$ cat config.mk
export PLATFORM = sky130hd
export DESIGN_NAME = overcurrent_protection_logic
export DESIGN_NICKNAME = d
export VERILOG_FILES = /design/src/ocp_pkg.sv /design/src/ocp_channel.sv /design/src/overcurrent_protection_logic.sv
export VERILOG_INCLUDE_DIRS = /design/src
export SDC_FILE = /design/constraint.sdc
export NUM_CORES = 1
export LEC_CHECK = 0
export ABC_AREA = 1
export BUFFER_PORTS_ARGS = -buffer_cell sky130_fd_sc_hd__clkbuf_2
export CAP_MARGIN = 20
export CORE_MARGIN = 2
export CORE_UTILIZATION = 30
export CTS_BUF_LIST = sky130_fd_sc_hd__clkbuf_16
export CTS_CLUSTER_SIZE = 25
export DETAILED_ROUTE_END_ITERATION = 10
export HOLD_SLACK_MARGIN = 0.03
export PLACE_DENSITY = 0.6
export SETUP_SLACK_MARGIN = 0.1
export SLEW_MARGIN = 20
export SYNTH_ARGS = -nofsm -noshare
export SYNTH_HDL_FRONTEND = slang
export SYNTH_SLANG_ARGS = --single-unit
$ cat constraint.sdc
create_clock -name hclk -period 2 [get_ports hclk]
set_clock_uncertainty 0.05 [all_clocks]
set_input_delay 0.3 -clock hclk [delete_from_list [all_inputs] [get_ports hclk]]
set_output_delay 0.3 -clock hclk [all_outputs]
set_load 0.03 [all_outputs]
$ cat src/ocp_cfg.svh
// offsets, field positions, reset values and timing counts of the overcurrent block
// assumes a 100 MHz system clock and a 32-bit AHB-Lite register aperture
`ifndef OCP_CFG_SVH
`define OCP_CFG_SVH

// system clock rate in MHz
`define OCP_CLK_MHZ 100

// register byte offsets inside the block aperture
`define OCP_ADDR_CTRL 8'h00
`define OCP_ADDR_DIAG 8'h04
`define OCP_ADDR_STAT 8'h08
`define OCP_ADDR_GATE 8'h0c

// general_control_reg1 fields
`define OCP_CTRL_TRIP_BIT 0
`define OCP_CTRL_RST 1'h0

// bridge_diag_control_reg fields
`define OCP_DIAG_FILT1_LSB 0
`define OCP_DIAG_FILT2_LSB 2
`define OCP_DIAG_DIR1_BIT 4
`define OCP_DIAG_DIR2_BIT 5
`define OCP_DIAG_LVL1_LSB 8
`define OCP_DIAG_LVL2_LSB 10
`define OCP_DIAG_RST 12'h000

// general_status_reg fields
`define OCP_STAT_ANY_BIT 0
`define OCP_STAT_CH1_BIT 1
`define OCP_STAT_CH2_BIT 2
`define OCP_STAT_GERR_BIT 3

// overcurrent filter times in ns, one per filter-select code
`define OCP_FILT_T0_NS 1000
`define OCP_FILT_T1_NS 2000
`define OCP_FILT_T2_NS 5000
`define OCP_FILT_T3_NS 10000

// filter times in clock cycles, rounded up, at least one
`define OCP_NS2CYC(t) ((((t) * `OCP_CLK_MHZ + 999) / 1000) < 1 ? 1 : (((t) * `OCP_CLK_MHZ + 999) / 1000))
`define OCP_FILT_C0 `OCP_NS2CYC(`OCP_FILT_T0_NS)
`define OCP_FILT_C1 `OCP_NS2CYC(`OCP_FILT_T1_NS)
`define OCP_FILT_C2 `OCP_NS2CYC(`OCP_FILT_T2_NS)
`define OCP_FILT_C3 `OCP_NS2CYC(`OCP_FILT_T3_NS)

`endif

$ cat src/ocp_pkg.sv
// types shared by the overcurrent block
// assumes nothing of its surroundings
package ocp_pkg;

   // sensing direction per channel
   typedef enum logic {
      DIR_UNI = 1'b0,
      DIR_BI = 1'b1
   } sense_dir_t;

   // qualifier state, one-hot
   typedef enum logic [1:0] {
      FLT_CLEAR = 2'b01,
      FLT_SET = 2'b10
   } filt_state_t;

   typedef logic [1:0] level_code_t;
   typedef logic [1:0] filt_code_t;

endpackage

$ cat src/ocp_channel.sv
// one sense channel: threshold compare, two-stage resample, time filter
// assumes amp_code is a straight binary sample of the amplifier output, full scale = supply
`include "ocp_cfg.svh"

module ocp_channel
   import ocp_pkg::*;
#(
   parameter int W = 10
) (
   // clock and reset
   input wire logic hclk,
   input wire logic hresetn,
   // amplifier sample and settings
   input wire logic [W-1:0] amp_code,
   input wire sense_dir_t dir_sel,
   input wire level_code_t level_sel,
   input wire filt_code_t filt_sel,
   // filtered overcurrent condition
   output logic qual
);

   localparam int FS = 1 << W;
   localparam logic [W:0] HALF = (W+1)'(FS / 2);
   localparam int CW = 16;

   logic [W:0] uni_lvl;
   logic [W:0] bi_hw;
   logic cmp_raw;
   logic cmp_s1_ff;
   logic cmp_s2_ff;
   logic [CW-1:0] cnt_ff;
   logic [CW-1:0] limit;
   filt_state_t state_ff;

   always_comb begin
      case (level_sel)
         2'h0: uni_lvl = HALF;
         2'h1: uni_lvl = HALF + (W+1)'(FS / 10);
         2'h2: uni_lvl = HALF + (W+1)'(2 * FS / 10);
         default: uni_lvl = HALF + (W+1)'(3 * FS / 10);
      endcase
   end

   always_comb begin
      case (level_sel)
         2'h0: bi_hw = (W+1)'(2 * FS / 20);
         2'h1: bi_hw = (W+1)'(4 * FS / 20);
         2'h2: bi_hw = (W+1)'(5 * FS / 20);
         default: bi_hw = (W+1)'(6 * FS / 20);
      endcase
   end

   always_comb begin
      if (dir_sel == DIR_UNI) begin
         cmp_raw = {1'b0, amp_code} > uni_lvl;
      end else begin
         cmp_raw = ({1'b0, amp_code} > HALF + bi_hw) || ({1'b0, amp_code} < HALF - bi_hw);
      end
   end

   always_ff @(posedge hclk or negedge hresetn) begin
      if (!hresetn) begin
         cmp_s1_ff <= 1'b0;
         cmp_s2_ff <= 1'b0;
      end else begin
         cmp_s1_ff <= cmp_raw;
         cmp_s2_ff <= cmp_s1_ff;
      end
   end

   // filter length picked per channel
   always_comb begin
      case (filt_sel)
         2'h0: limit = CW'(`OCP_FILT_C0);
         2'h1: limit = CW'(`OCP_FILT_C1);
         2'h2: limit = CW'(`OCP_FILT_C2);
         default: limit = CW'(`OCP_FILT_C3);
      endcase
   end

   // qualify presence for the filter time
   // drop only after absence longer than it
   always_ff @(posedge hclk or negedge hresetn) begin
      if (!hresetn) begin
         state_ff <= FLT_CLEAR;
         cnt_ff <= '0;
      end else begin
         case (state_ff)
            FLT_CLEAR: begin
               if (!cmp_s2_ff) begin
                  cnt_ff <= '0;
               end else if (cnt_ff >= limit - CW'(1)) begin
                  state_ff <= FLT_SET;
                  cnt_ff <= '0;
               end else begin
                  cnt_ff <= cnt_ff + CW'(1);
               end
            end
            FLT_SET: begin
               if (cmp_s2_ff) begin
                  cnt_ff <= '0;
               end else if (cnt_ff >= limit) begin
                  state_ff <= FLT_CLEAR; // absent for limit+1 cycles
                  cnt_ff <= '0;
               end else begin
                  cnt_ff <= cnt_ff + CW'(1);
               end
            end
            default: begin
               state_ff <= FLT_CLEAR;
               cnt_ff <= '0;
            end
         endcase
      end
   end

   assign qual = (state_ff == FLT_SET);

endmodule // ocp_channel

$ cat src/overcurrent_protection_logic.sv
// overcurrent supervision for two sense channels with an AHB-Lite register slave
// assumes synchronous sampled amplifier codes and a single 100 MHz clock
//
// How it works
// - unidirectional: trip above half supply plus 0..3 tenths by code.
// - bidirectional: trip outside half supply plus/minus 2,4,5,6 twentieths.
// - trip disabled: detection sets flags and global error, gates untouched.
// - trip disabled: flags self-clear after absence longer than filter time.
// - trip enabled: detection sets flags, global error, forces all gates off.
// - gates released only by status clear or trip enable written zero.
// - trip enabled: flags held until condition gone and status cleared.
// - per-channel selectable filter qualifies the compare result.
// - direction bit 0 uses level table, 1 uses window table.
//
// The implementer's own choices: the register addresses and the AHB-Lite slave port.
`include "ocp_cfg.svh"

module overcurrent_protection_logic
   import ocp_pkg::*;
#(
   parameter int W = 10
) (
   // clock and reset
   input wire logic hclk,
   input wire logic hresetn,
   // ahb-lite slave
   input wire logic hsel,
   input wire logic [31:0] haddr,
   input wire logic [1:0] htrans,
   input wire logic hwrite,
   input wire logic [2:0] hsize,
   input wire logic [31:0] hwdata,
   input wire logic hready,
   output logic hreadyout,
   output logic [31:0] hrdata,
   output logic hresp,
   // amplifier samples
   input wire logic [W-1:0] amp_output_pin_ch1,
   input wire logic [W-1:0] amp_output_pin_ch2,
   // status and driver control
   output logic overcurrent_any_flag,
   output logic overcurrent_ch1_flag,
   output logic overcurrent_ch2_flag,
   output logic global_error_flag,
   output logic gate_force_off
);

   logic trip_en_ff;
   logic [11:0] diag_ff;
   logic ch1_ff;
   logic ch2_ff;
   logic any_ff;
   logic gerr_ff;
   logic gate_off_ff;
   logic qual1;
   logic qual2;
   logic qual1_d_ff;
   logic qual2_d_ff;
   logic det1;
   logic det2;
   logic det_any;
   logic nxt_ch1;
   logic nxt_ch2;
   logic aphase;
   logic dvalid_ff;
   logic dwrite_ff;
   logic [7:0] daddr_ff;
   logic [31:0] hrdata_ff;
   logic wr_ctrl;
   logic wr_diag;
   logic wr_stat;
   logic trip_off_wr;
   logic [31:0] rd_mux;

   // each channel has its own instance of the parameterised filter
   ocp_channel #(.W(W)) u_ch1 (
      .hclk(hclk),
      .hresetn(hresetn),
      .amp_code(amp_output_pin_ch1),
      .dir_sel(sense_dir_t'(diag_ff[`OCP_DIAG_DIR1_BIT])),
      .level_sel(diag_ff[`OCP_DIAG_LVL1_LSB +: 2]),
      .filt_sel(diag_ff[`OCP_DIAG_FILT1_LSB +: 2]),
      .qual(qual1)
   );

   ocp_channel #(.W(W)) u_ch2 (
      .hclk(hclk),
      .hresetn(hresetn),
      .amp_code(amp_output_pin_ch2),
      .dir_sel(sense_dir_t'(diag_ff[`OCP_DIAG_DIR2_BIT])),
      .level_sel(diag_ff[`OCP_DIAG_LVL2_LSB +: 2]),
      .filt_sel(diag_ff[`OCP_DIAG_FILT2_LSB +: 2]),
      .qual(qual2)
   );

   // address phase taken when selected, non-idle and bus ready
   assign aphase = hsel && htrans[1] && hready;

   // data-phase strobes; upper address bits are not decoded
   assign wr_ctrl = dvalid_ff && dwrite_ff && (daddr_ff == `OCP_ADDR_CTRL);
   assign wr_diag = dvalid_ff && dwrite_ff && (daddr_ff == `OCP_ADDR_DIAG);
   assign wr_stat = dvalid_ff && dwrite_ff && (daddr_ff == `OCP_ADDR_STAT);
   assign trip_off_wr = wr_ctrl && !hwdata[`OCP_CTRL_TRIP_BIT];

   // capture of the address phase
   always_ff @(posedge hclk or negedge hresetn) begin
      if (!hresetn) begin
         dvalid_ff <= 1'b0;
         dwrite_ff <= 1'b0;
         daddr_ff <= 8'h00;
      end else begin
         dvalid_ff <= aphase;
         if (aphase) begin
            dwrite_ff <= hwrite;
            daddr_ff <= haddr[7:0];
         end
      end
   end

   // read mux; unmapped offsets read zero
   always_comb begin
      rd_mux = 32'h0000_0000;
      case (haddr[7:0])
         `OCP_ADDR_CTRL: rd_mux[`OCP_CTRL_TRIP_BIT] = trip_en_ff;
         `OCP_ADDR_DIAG: rd_mux[11:0] = diag_ff;
         `OCP_ADDR_STAT: begin
            rd_mux[`OCP_STAT_ANY_BIT] = any_ff;
            rd_mux[`OCP_STAT_CH1_BIT] = ch1_ff;
            rd_mux[`OCP_STAT_CH2_BIT] = ch2_ff;
            rd_mux[`OCP_STAT_GERR_BIT] = gerr_ff;
         end
         `OCP_ADDR_GATE: rd_mux[0] = gate_off_ff;
         default: rd_mux = 32'h0000_0000;
      endcase
   end

   // read data sampled in the address phase, so no wait states needed
   always_ff @(posedge hclk or negedge hresetn) begin
      if (!hresetn) begin
         hrdata_ff <= 32'h0000_0000;
      end else if (aphase && !hwrite) begin
         hrdata_ff <= rd_mux;
      end
   end

   // configuration registers
   always_ff @(posedge hclk or negedge hresetn) begin
      if (!hresetn) begin
         trip_en_ff <= `OCP_CTRL_RST;
         diag_ff <= `OCP_DIAG_RST;
      end else begin
         if (wr_ctrl) begin
            trip_en_ff <= hwdata[`OCP_CTRL_TRIP_BIT];
         end
         if (wr_diag) begin
            diag_ff <= hwdata[11:0];
         end
      end
   end

   // rising edge of the filtered condition is the detection event
   always_ff @(posedge hclk or negedge hresetn) begin
      if (!hresetn) begin
         qual1_d_ff <= 1'b0;
         qual2_d_ff <= 1'b0;
      end else begin
         qual1_d_ff <= qual1;
         qual2_d_ff <= qual2;
      end
   end

   assign det1 = qual1 && !qual1_d_ff;
   assign det2 = qual2 && !qual2_d_ff;
   assign det_any = det1 || det2;

   // channel flag next values
   always_comb begin
      if (!trip_en_ff) begin
         nxt_ch1 = qual1;
         nxt_ch2 = qual2;
      end else begin
         nxt_ch1 = qual1 || (ch1_ff && !wr_stat);
         nxt_ch2 = qual2 || (ch2_ff && !wr_stat);
      end
   end

   // status flags, condition wins over clear
   always_ff @(posedge hclk or negedge hresetn) begin
      if (!hresetn) begin
         ch1_ff <= 1'b0;
         ch2_ff <= 1'b0;
         any_ff <= 1'b0;
      end else begin
         ch1_ff <= nxt_ch1;
         ch2_ff <= nxt_ch2;
         any_ff <= nxt_ch1 || nxt_ch2;
      end
   end

   // global error set on any detection; set wins over clear
   always_ff @(posedge hclk or negedge hresetn) begin
      if (!hresetn) begin
         gerr_ff <= 1'b0;
      end else if (det_any) begin
         gerr_ff <= 1'b1;
      end else if (wr_stat) begin
         gerr_ff <= 1'b0;
      end
   end

   // force every driver off on detection while trip is enabled
   // release by status clear or trip enable zero
   always_ff @(posedge hclk or negedge hresetn) begin
      if (!hresetn) begin
         gate_off_ff <= 1'b0;
      end else if (trip_en_ff && det_any) begin
         gate_off_ff <= 1'b1;
      end else if (wr_stat || trip_off_wr) begin
         gate_off_ff <= 1'b0;
      end
   end

   // bus answer: always ready, always okay
   always_ff @(posedge hclk or negedge hresetn) begin
      if (!hresetn) begin
         hreadyout <= 1'b1;
         hresp <= 1'b0;
      end else begin
         hreadyout <= 1'b1;
         hresp <= 1'b0;
      end
   end

   assign hrdata = hrdata_ff;
   assign overcurrent_any_flag = any_ff;
   assign overcurrent_ch1_flag = ch1_ff;
   assign overcurrent_ch2_flag = ch2_ff;
   assign global_error_flag = gerr_ff;
   assign gate_force_off = gate_off_ff;

endmodule // overcurrent_protection_logic

==> results of run 1 <==
[what timing repair did]
| action | 4_1_cts | 5_1_grt |
|---|---|---|
| pin swaps | 23 | 39 |
| setup buffers | 10 | 3 |
| endpoints found under the hold margin | 31 | 0 |
| endpoints found under the setup margin | 14 | 28 |
| hold buffers | 1 | 0 |
| resized for setup | 43 | 100 |
[through the flow]
| stage | hold slack (ps) | setup TNS [ps] | instances | area (um^2) |
|---|---|---|---|---|
| after floorplan | -45.59 | 0 | 780 | 6095 |
| after global placement | 249.6 | -16.71 | 1120 | 6877 |
| after detailed placement | 246.1 | -101.1 | 1120 | 6877 |
| after CTS | 115.3 | 0 | 1147 | 7530 |
| after global routing | 118.8 | -62.10 | 1150 | 7949 |
| final | 123.5 | 0 | 1150 | 7949 |
[worst min-delay path: stages]
cell and delay (ps):
clkbuf_2 80, inv_1 50, o21ai_2 50
[registers in the layout, summed over array words and instances (netlist names), 2 cells and up]
register / flops
daddr_ff: 8
diag_ff: 12
hrdata: 12
u_ch1.cnt_ff: 16
u_ch1.state_ff: 2
u_ch2.cnt_ff: 16
u_ch2.state_ff: 2
[worst max path at each step]
stage,startpoint,endpoint,slack [ps],depth (start not counted)
after global placement,diag_ff[10],u_ch2.cmp_s1_ff,-10,12
after floorplan,diag_ff[8],u_ch1.cmp_s1_ff,80,12
after CTS,diag_ff[8],u_ch1.cmp_s1_ff,70,12
after detailed placement,diag_ff[11],u_ch2.cmp_s1_ff,-70,12
final,diag_ff[8],u_ch1.cmp_s1_ff,40,12
after global routing,diag_ff[8],u_ch1.cmp_s1_ff,-40,12
[layout make-up]
class / count / area, um^2
clock buffer: 9 / 225.2
clock inverter: 7 / 93.84
fill: 1924 / 11510
inverter: 114 / 442.9
multi-input combinational: 554 / 3969
sequential: 82 / 2059
tap: 265 / 331.6
timing repair buffer: 119 / 827.0
[where the power goes]
group          internal, mW  leakage, nW  switching [mW]  total (mW)
Clock                  1.09        0.157           0.693        1.79
Combinational          1.19         2.87            1.56        2.75
Sequential             1.89         1.01           0.186        2.08
Total                  4.18         4.04            2.44        6.62
[cells by family (layout without fill, tap and decap cells)]
group                      Yosys count  after routing  synth area share
adders and majority gates           97             97            0.2034
other                                2             36          0.001259
and+or+nand+nor                    305            305            0.2286
buffers and inverters              144            249            0.1090
DFF                                 82             82            0.3443
AOI/OAI and AO/OA                  116            116            0.1134
[metal layers]
layer / track usage / share of wire / vias to the layer above
li1: - / - / 2648
met1: 0.1744 / 0.46 / 2353
met2: 0.2262 / 0.50 / 86
met3: 0.03208 / 0.034 / 14
met4: 0.03465 / 0.011 / 0
met5: 0 / 0 / -
[cells in the final DEF, fill, tap and decap left out, types with 8 or more instances in the layout]
cell type,count
nor2_1,36
o21ai_0,20
buf_4,44
dfrtp_1,76
o21ai_2,14
ha_4,23
clkbuf_16,9
a21oi_1,21
ha_1,70
nand4_1,13
conb_1,36
nand3_1,42
nand2_2,21
inv_1,101
nand2_1,154
nand3_2,10
clkbuf_2,61
nor2_2,8
a21oi_2,33
buf_6,9
==> run_results.csv, run 1 <==
group,metric,value,unit
worst_hold_path,min_from,"hwdata[11]",
cells_and_area,drive_gt1_frac,0.3175,
timing,slew_headroom,0.6091,
yosys,async_flop_share,1.000,
setup_path,rr_endpoint,"u_ch1.cmp_s1_ff",
setup_path,worstPathRequired,2180,ps
yosys,synth_top_cell_area_share,0.3355,
yosys,synth_area_leaders,"dfrtp_1 (34%), ha_1 (20%), nand2_1 (11%)",
global_route,grt_pass1_wl,23140,um
cts,tritoncts,"yes",
placement,dpl.hpwl,10640,um
cts,clock_path_buffers,2,
yosys,synth-seq-cells,82,
timing,setup_viol,0,
yosys,yosysMostFrequentCell,"nand2_1",
setup_path,critPathSlowestCell,"dfrtp_2",
yosys,ys_seq_area_frac,0.3443,
yosys,yosys.area.top_type,"dfrtp_1",
yosys,yosys_warnings,0,
timing,fin_crit,1964,ps
yosys,synth_cell_type_count,38,
setup_path,crit_arrival,2140,ps
timing,rsz0062_at_grt,"yes",
floorplan,ioPinCount,133,
yosys,synth.top_cells.by_count,"nand2_1 (175), inv_1 (113), ha_1 (97)",
cells_and_area,area_growth_syn_to_layout,33.21,%
setup_path,cp_top_family,"simple AND/OR/NAND/NOR gates",
power,p_total,6.616,mW
yosys,syn_inst,746,
worst_hold_path,whs_path_depth,3,
timing,hold_viol_final,0,
detailed_routing,vias_per_cell,4.436,
cts,cts_made_buffers,9,
cts,htreeDepth,3,
cts,clock_sinks,82,
setup_path,critPathMaxStageDelay,440,ps
yosys,ys.flop_type,"dfrtp_1",
yosys,syn_avg_cell_area,7.999,um^2
floorplan,start_util,0.3066,
cells_and_area,n_antenna_cell,0,
job,drv_cap,0,
power,p_leak,4.044,nW
global_route,first_global_vias,4760,
cts,clk_pin_slew_worst_paths,60,ps
cts,cts_root_buf,"clkbuf_16",
outcome,status,"complete, no violations",
placement,pre_cts_ws,-69.33,ps
floorplan,die_w,145.0,um
setup_path,end_kind,"register",
detailed_routing,drt-initial-drc-count,357,
detailed_routing,wl_per_cell,12.30,um
floorplan,num_rows,51,
cells_and_area,fin_util,0.4084,
setup_path,start_kind,"register",
timing,drv_slew,0,
floorplan,dieHeight,145.0,um
cells_and_area,layout.nets,1071,
setup_path,path_max_fanout,6,
placement,port_buffers,62,
timing,worst_slack,35.65,ps
worst_hold_path,min_path_type,"primary input to register",
yosys,synth_edf_count,0,
global_route,antenna_found_initial,0,
placement,gp_routability_congestion,0.8249,
cts,worstSkewPairLatency,350,ps
timing,period_share,0.9822,
floorplan,core_area,0.01946,mm^2
setup_path,r2r_start,"diag_ff[8]",
setup_path,path_class,"register to register",
setup_path,crit_buf_inv,2,
global_route,grt-ovfl-total,0,
global_route,grt_max_degree,34,
timing,worst_slew_pin_slew,581.1,ps
yosys,syn_area,0.005967,mm^2
power,cellPowerDensity,832.3,mW/mm^2
setup_path,worstRegToRegCells,12,
worst_hold_path,min_delay_worst_endpoint,"diag_ff[11]",
detailed_routing,drc,0,
floorplan,dieArea,0.02103,mm^2
detailed_routing,drtPass1Iterations,4,
detailed_routing,vias,5101,
timing,fmax,509.1,MHz
power,ir_drop,501.4,uV
setup_path,reg2reg_slack,40,ps
detailed_routing,ant_nets,0,
setup_path,cp_common_cell,"nand2_1",
global_route,grt_use_total,0.1348,
detailed_routing,totalWireLength,14140,um
setup_path,crit_chain,"inv_4 > buf_4 > ha_1 > nand3_2 > ha_4 > nand3_2 > nor3_2 > nand2_1 > nand3_1 > nand2_1 > nand2_1 > nand2_1",
(Power assumes the default switching activity.)
==> inputs of run 2 (changes only) <==
--- a/config.mk
+++ b/config.mk
@@ -10,12 +10,12 @@
 export BUFFER_PORTS_ARGS = -buffer_cell sky130_fd_sc_hd__clkbuf_2
 export CAP_MARGIN = 20
 export CORE_MARGIN = 2
-export CORE_UTILIZATION = 30
+export CORE_UTILIZATION = 40
 export CTS_BUF_LIST = sky130_fd_sc_hd__clkbuf_16
 export CTS_CLUSTER_SIZE = 25
 export DETAILED_ROUTE_END_ITERATION = 10
 export HOLD_SLACK_MARGIN = 0.03
-export PLACE_DENSITY = 0.6
+export PLACE_DENSITY = 0.73
 export SETUP_SLACK_MARGIN = 0.1
 export SLEW_MARGIN = 20
 export SYNTH_ARGS = -nofsm -noshare
==> run_results.csv, run 2 (synthesis results as in run 1) <==
group,metric,value,unit
power,cellPowerDensity,829.8,mW/mm^2
detailed_routing,drtPass1Iterations,5,
detailed_routing,drt-initial-drc-count,325,
power,internal_power,3.974,mW
timing,period_share,0.9900,
job,drv_cap,0,
cells_and_area,final_cell_mix,"nand2_1 (158), inv_1 (100), dfrtp_1 (73)",
global_route,grt_pass1_wl,23390,um
timing,hold_viol_final,0,
cts,cts_root_buf,"clkbuf_16",
global_route,first_global_vias,5041,
placement,pre_cts_ws,-80.09,ps
setup_path,worstPathRequired,2180,ps
cts,clk_pin_slew_worst_paths,60,ps
placement,gp_routability_congestion,0.8711,
floorplan,core_area,0.01453,mm^2
setup_path,critPathMaxStageDelay,480,ps
power,ir_drop,598.9,uV
floorplan,ioPinCount,133,
cts,cts_made_buffers,9,
power,p_sw,2.457,mW
setup_path,end_kind,"register",
cts,htreeDepth,3,
cts,tritoncts,"yes",
worst_hold_path,min_path_type,"primary input to register",
placement,port_buffers,62,
timing,worst_slew_pin_slew,626.7,ps
power,p_sw_frac,0.3820,
detailed_routing,vias,5248,
timing,drv_slew,0,
setup_path,cp_top_family,"adder cells",
cts,worstSkewPairLatency,340,ps
cells_and_area,fin_area,0.007750,mm^2
outcome,status,"complete, no violations",
detailed_routing,ant_nets,0,
floorplan,start_util,0.4106,
detailed_routing,vias_per_cell,4.965,
worst_hold_path,min_from,"hwdata[11]",
setup_path,startpoint,"diag_ff[8]",
global_route,grt_max_degree,36,
cts,clock_sinks,82,
detailed_routing,wl_per_cell,14.06,um
timing,rsz0062_at_grt,"yes",
placement,placed_area,0.006675,mm^2
detailed_routing,totalWireLength,14860,um
cells_and_area,final_common_cell,"nand2_1",
setup_path,cp_common_cell,"nand2_1",
global_route,antenna_found_initial,0,
floorplan,die_w,126.1,um
floorplan,dieArea,0.01591,mm^2
timing,fin_hold_ws,127.1,ps
setup_path,crit_buf_inv,3,
global_route,grt-ovfl-total,0,
timing,slew_headroom,0.5783,
timing,worst_slack,19.94,ps
setup_path,crit_chain,"inv_6 > ha_4 > inv_4 > ha_4 > ha_4 > nand2_2 > inv_1 > a22oi_2 > nand3_1 > nand2_1 > nand2_1 > nand2_1 > nand2_1",
cells_and_area,fill_cells,1330,
floorplan,dieHeight,126.1,um
setup_path,crit_arrival,2160,ps
power,pwr-share-clk,0.248,
setup_path,critPathSlowestCell,"dfrtp_2",
cells_and_area,drive_gt1_frac,0.2990,
timing,setup_viol,0,
power,power_frac_comb,0.423,
cells_and_area,largestRegisters,"u_ch1.cnt_ff: 16 flops, u_ch2.cnt_ff: 16 flops",
setup_path,path_max_fanout,6,
power,p_leak,3.951,nW
floorplan,num_rows,44,
global_route,grt_use_total,0.1786,
setup_path,r2r_start,"diag_ff[8]",
cells_and_area,layout.nets,1059,
cells_and_area,n_antenna_cell,0,
setup_path,start_kind,"register",
placement,dpl.hpwl,10280,um
power,p_total,6.431,mW
power,p_seq_frac,0.329,
timing,fmax,505.0,MHz
cts,clock_path_buffers,2,
timing,fin_crit,1980,ps
detailed_routing,drc,0,
setup_path,path_class,"register to register",
cells_and_area,area_growth_syn_to_layout,29.88,%
timing,setup_tns,0,ps
[run 2: cell types whose count changed in the layout (fill, tap and decap cells not counted), sizes merged]
cell	change
buf	-12
clkinv	+4
bufinv	-1
inv	-4
clkinvlp	+1
[run 2: per-stage QoR]
stage / utilization / std cells
final: 0.5332 / 1057
after floorplan: - / 780
after CTS: 0.5017 / 1053
after global placement: 0.4593 / 1029
after global routing: 0.5332 / 1057
after detailed placement: 0.4593 / 1029
[run 2: final timing paths]
path                              endpoint  slack [ps]  cells past startpoint
max                        u_ch1.cmp_s1_ff          20                     13
min                            diag_ff[11]         130                      3
max reg2reg                u_ch1.cmp_s1_ff          20                     13
min reg2reg                u_ch2.cmp_s2_ff         300                      0
max in group asynchronous  u_ch1.cnt_ff[9]         820                      3
min in group asynchronous  u_ch2.cnt_ff[3]         430                      2
[run 2: cell type report]
| cell class | count | area (um^2) | area share |
|---|---|---|---|
| Clock buffer | 9 | 225.2 | 0.02906 |
| Sequential cell | 82 | 2063 | 0.2662 |
| Clock inverter | 7 | 60.06 | 0.007749 |
| Tap cell | 184 | 230.2 | 0.02971 |
| Inverter | 114 | 452.9 | 0.05844 |
| Multi-Input combinational cell | 554 | 4004 | 0.5166 |
| Timing Repair Buffer | 107 | 714.4 | 0.09219 |
[run 2: worst reg2reg max path, cell delays in order, from the launching register on]
cell,delay [ps]
dfrtp_2,480
inv_6,130
ha_4,150
inv_4,30
ha_4,150
ha_4,210
nand2_2,80
inv_1,70
a22oi_2,170
nand3_1,110
nand2_1,90
nand2_1,60
nand2_1,50
nand2_1,50
[run 2: timing repair]
action                                 CTS  global route
pin swaps                               23            35
setup endpoints to repair               18            27
endpoints found under the hold margin   33             0
gates cloned                             0             2
hold buffers                             1             0
resized for setup                       55           103
setup buffers                            7             2
[run 2: power by group through the flow]
stage	Combinational [mW]	Sequential [mW]	Clock, mW
2_1_floorplan	1.45	2.11	0
3_3_place_gp	2.09	2.09	0
3_5_place_dp	2.16	2.10	0
4_1_cts	2.46	2.07	1.62
5_1_grt	3.07	2.14	1.70
6_report	2.72	2.12	1.60
[run 2: layer usage]
layer | vias up | wire length (um) | global-route usage | share of wire
met4 | 0 | 435 | 0.05365 | 0.029
met2 | 105 | 7510 | 0.3055 | 0.51
met1 | 2479 | 6391 | 0.2281 | 0.43
met5 | - | 0 | 0 | 0
met3 | 37 | 523 | 0.03653 | 0.035
li1 | 2627 | - | - | -
==> inputs of run 3 (changes only) <==
--- a/config.mk
+++ b/config.mk
@@ -10,12 +10,12 @@
 export BUFFER_PORTS_ARGS = -buffer_cell sky130_fd_sc_hd__clkbuf_2
 export CAP_MARGIN = 20
 export CORE_MARGIN = 2
-export CORE_UTILIZATION = 40
+export CORE_UTILIZATION = 42
 export CTS_BUF_LIST = sky130_fd_sc_hd__clkbuf_16
 export CTS_CLUSTER_SIZE = 25
 export DETAILED_ROUTE_END_ITERATION = 10
 export HOLD_SLACK_MARGIN = 0.03
-export PLACE_DENSITY = 0.73
+export PLACE_DENSITY = 0.76
 export SETUP_SLACK_MARGIN = 0.1
 export SLEW_MARGIN = 20
 export SYNTH_ARGS = -nofsm -noshare
==> run_results.csv, run 3 (synthesis results as in run 1) <==
group,metric,value,unit
detailed_routing,drc,0,
detailed_routing,totalWireLength,15050,um
detailed_routing,drtPass1Iterations,4,
setup_path,path_class,"register to register",
detailed_routing,vias_per_cell,5.029,
timing,slew_headroom,0.6006,
cells_and_area,area_growth_syn_to_layout,32.46,%
setup_path,worstPathRequired,2170,ps
cells_and_area,largestRegisters,"u_ch1.cnt_ff: 16 flops, u_ch2.cnt_ff: 16 flops",
timing,fmax,476.9,MHz
outcome,violations,"setup timing",
timing,worst_slack,-96.77,ps
detailed_routing,wl_per_cell,14.13,um
global_route,first_global_vias,5201,
power,cellPowerDensity,820.4,mW/mm^2
timing,fin_crit,2097,ps
placement,gp_routability_congestion,0.8861,
placement,port_buffers,62,
global_route,grt-ovfl-total,0,
placement,place_inst,1031,
floorplan,dieHeight,123.2,um
global_route,grt_max_degree,37,
cts,cts_root_buf,"clkbuf_16",
floorplan,ioPinCount,133,
outcome,status,"finished with violations",
cells_and_area,layout.nets,1071,
worst_hold_path,min_path_type,"primary input to register",
detailed_routing,ant_nets,0,
cells_and_area,fin_util,0.5694,
timing,worst_slew_pin_slew,593.6,ps
floorplan,start_util,0.4299,
global_route,antenna_found_initial,0,
detailed_routing,vias,5356,
job,drv_cap,0,
cells_and_area,n_antenna_cell,0,
setup_path,start_kind,"register",
power,ir_drop,496.9,uV
power,p_leak,4.006,nW
cts,htreeDepth,3,
cts,clk_pin_slew_worst_paths,60,ps
placement,pre_cts_ws,-90.33,ps
timing,period_share,1.048,
placement,dpl.hpwl,10350,um
cells_and_area,final_cell_mix,"nand2_1 (153), inv_1 (100), dfrtp_1 (72)",
cells_and_area,final_cells,1065,
global_route,grt_use_total,0.1965,
cts,clock_sinks,82,
setup_path,path_max_fanout,5,
floorplan,core_area,0.01388,mm^2
global_route,grt_pass1_wl,23930,um
timing,setup_viol,1,
floorplan,num_rows,43,
floorplan,die_w,123.2,um
cells_and_area,drive_gt1_frac,0.3288,
timing,drv_slew,0,
setup_path,crit_arrival,2270,ps
timing,rsz0062_at_grt,"yes",
cts,cts_made_buffers,9,
cts,tritoncts,"yes",
setup_path,end_kind,"register",
cts,clock_path_buffers,2,
cells_and_area,final_common_cell,"nand2_1",
cts,worstSkewPairLatency,330,ps
detailed_routing,drt-initial-drc-count,300,
timing,hold_viol_final,0,
floorplan,dieArea,0.01518,mm^2
-- run 3: cell types whose count changed in the layout (fill, tap and decap cells not counted), moves of 2 or more --
cell,delta
buf_4,+14
ha_4,+7
ha_1,-6
nand2_2,+6
nand2_1,-5
a21oi_1,-2
a21oi_2,+2
buf_6,-2
clkinvlp_4,-2
o21ai_2,+2
-- run 3: metrics by stage --
stage	instance area, um^2	hold WS [ps]	total power [mW]	TNS (ps)
finish	7904	133.2	6.484	-96.77
global route	7904	146.8	6.952	-248.4
CTS	7441	129.6	6.131	0
detailed placement	6715	191.8	4.273	-125.7
global placement	6715	195.3	4.195	-36.06
floorplan	6095	-45.59	3.565	0
-- run 3: final cells by class --
type                       instances  area, um^2
clock buffer                       9       225.2
timing repair buffer             119       797.0
multi-input combinational        554        4099
fill                            1158        5977
clock inverter                     7       37.54
tap                              180       225.2
sequential                        82        2064
inverter                         114       455.4
-- run 3: metal layers --
metal	vias to the layer above	track usage	wire [um]
met5	-	0	0
met4	0	0.06960	475
met3	38	0.04151	502
met2	98	0.3379	7471
met1	2565	0.2428	6596
li1	2655	-	-
-- run 3: worst paths after layout --
kind,from,endpoint,slack [ps],depth (start not counted)
max,diag_ff[8],u_ch1.cmp_s1_ff,-100,10
min,haddr[0],daddr_ff[0],130,3
max reg2reg,diag_ff[8],u_ch1.cmp_s1_ff,-100,10
min reg2reg,u_ch2.cmp_s1_ff,u_ch2.cmp_s2_ff,300,0
max in group asynchronous,hresetn,u_ch2.state_ff[0],860,3
min in group asynchronous,hresetn,diag_ff[2],400,2
-- run 3: report_power, final --
part | internal [mW] | switching, mW | total (mW)
sequential | 1.89 | 0.206 | 2.10
combinational | 1.25 | 1.66 | 2.91
clock | 0.825 | 0.645 | 1.47
total | 3.97 | 2.52 | 6.48
-- run 3: timing repair --
action                                 in CTS  in global routing
setup buffers                               6                 10
cloned                                      0                  1
resized for setup                          82                 93
endpoints found under the hold margin      26                  0
setup endpoints to repair                   3                 28
pin swaps                                  28                 40
hold buffers                                1                  0
-- run 3: worst max-delay path: stages, from the launching register on --
cell and delay, ps:
dfrtp_2 470, clkinv_4 120, buf_6 140, ha_4 320, inv_4 60, ha_4 290
nand4_1 140, nor2_1 150, nand3_1 100, nand3_1 90, nand2_1 50
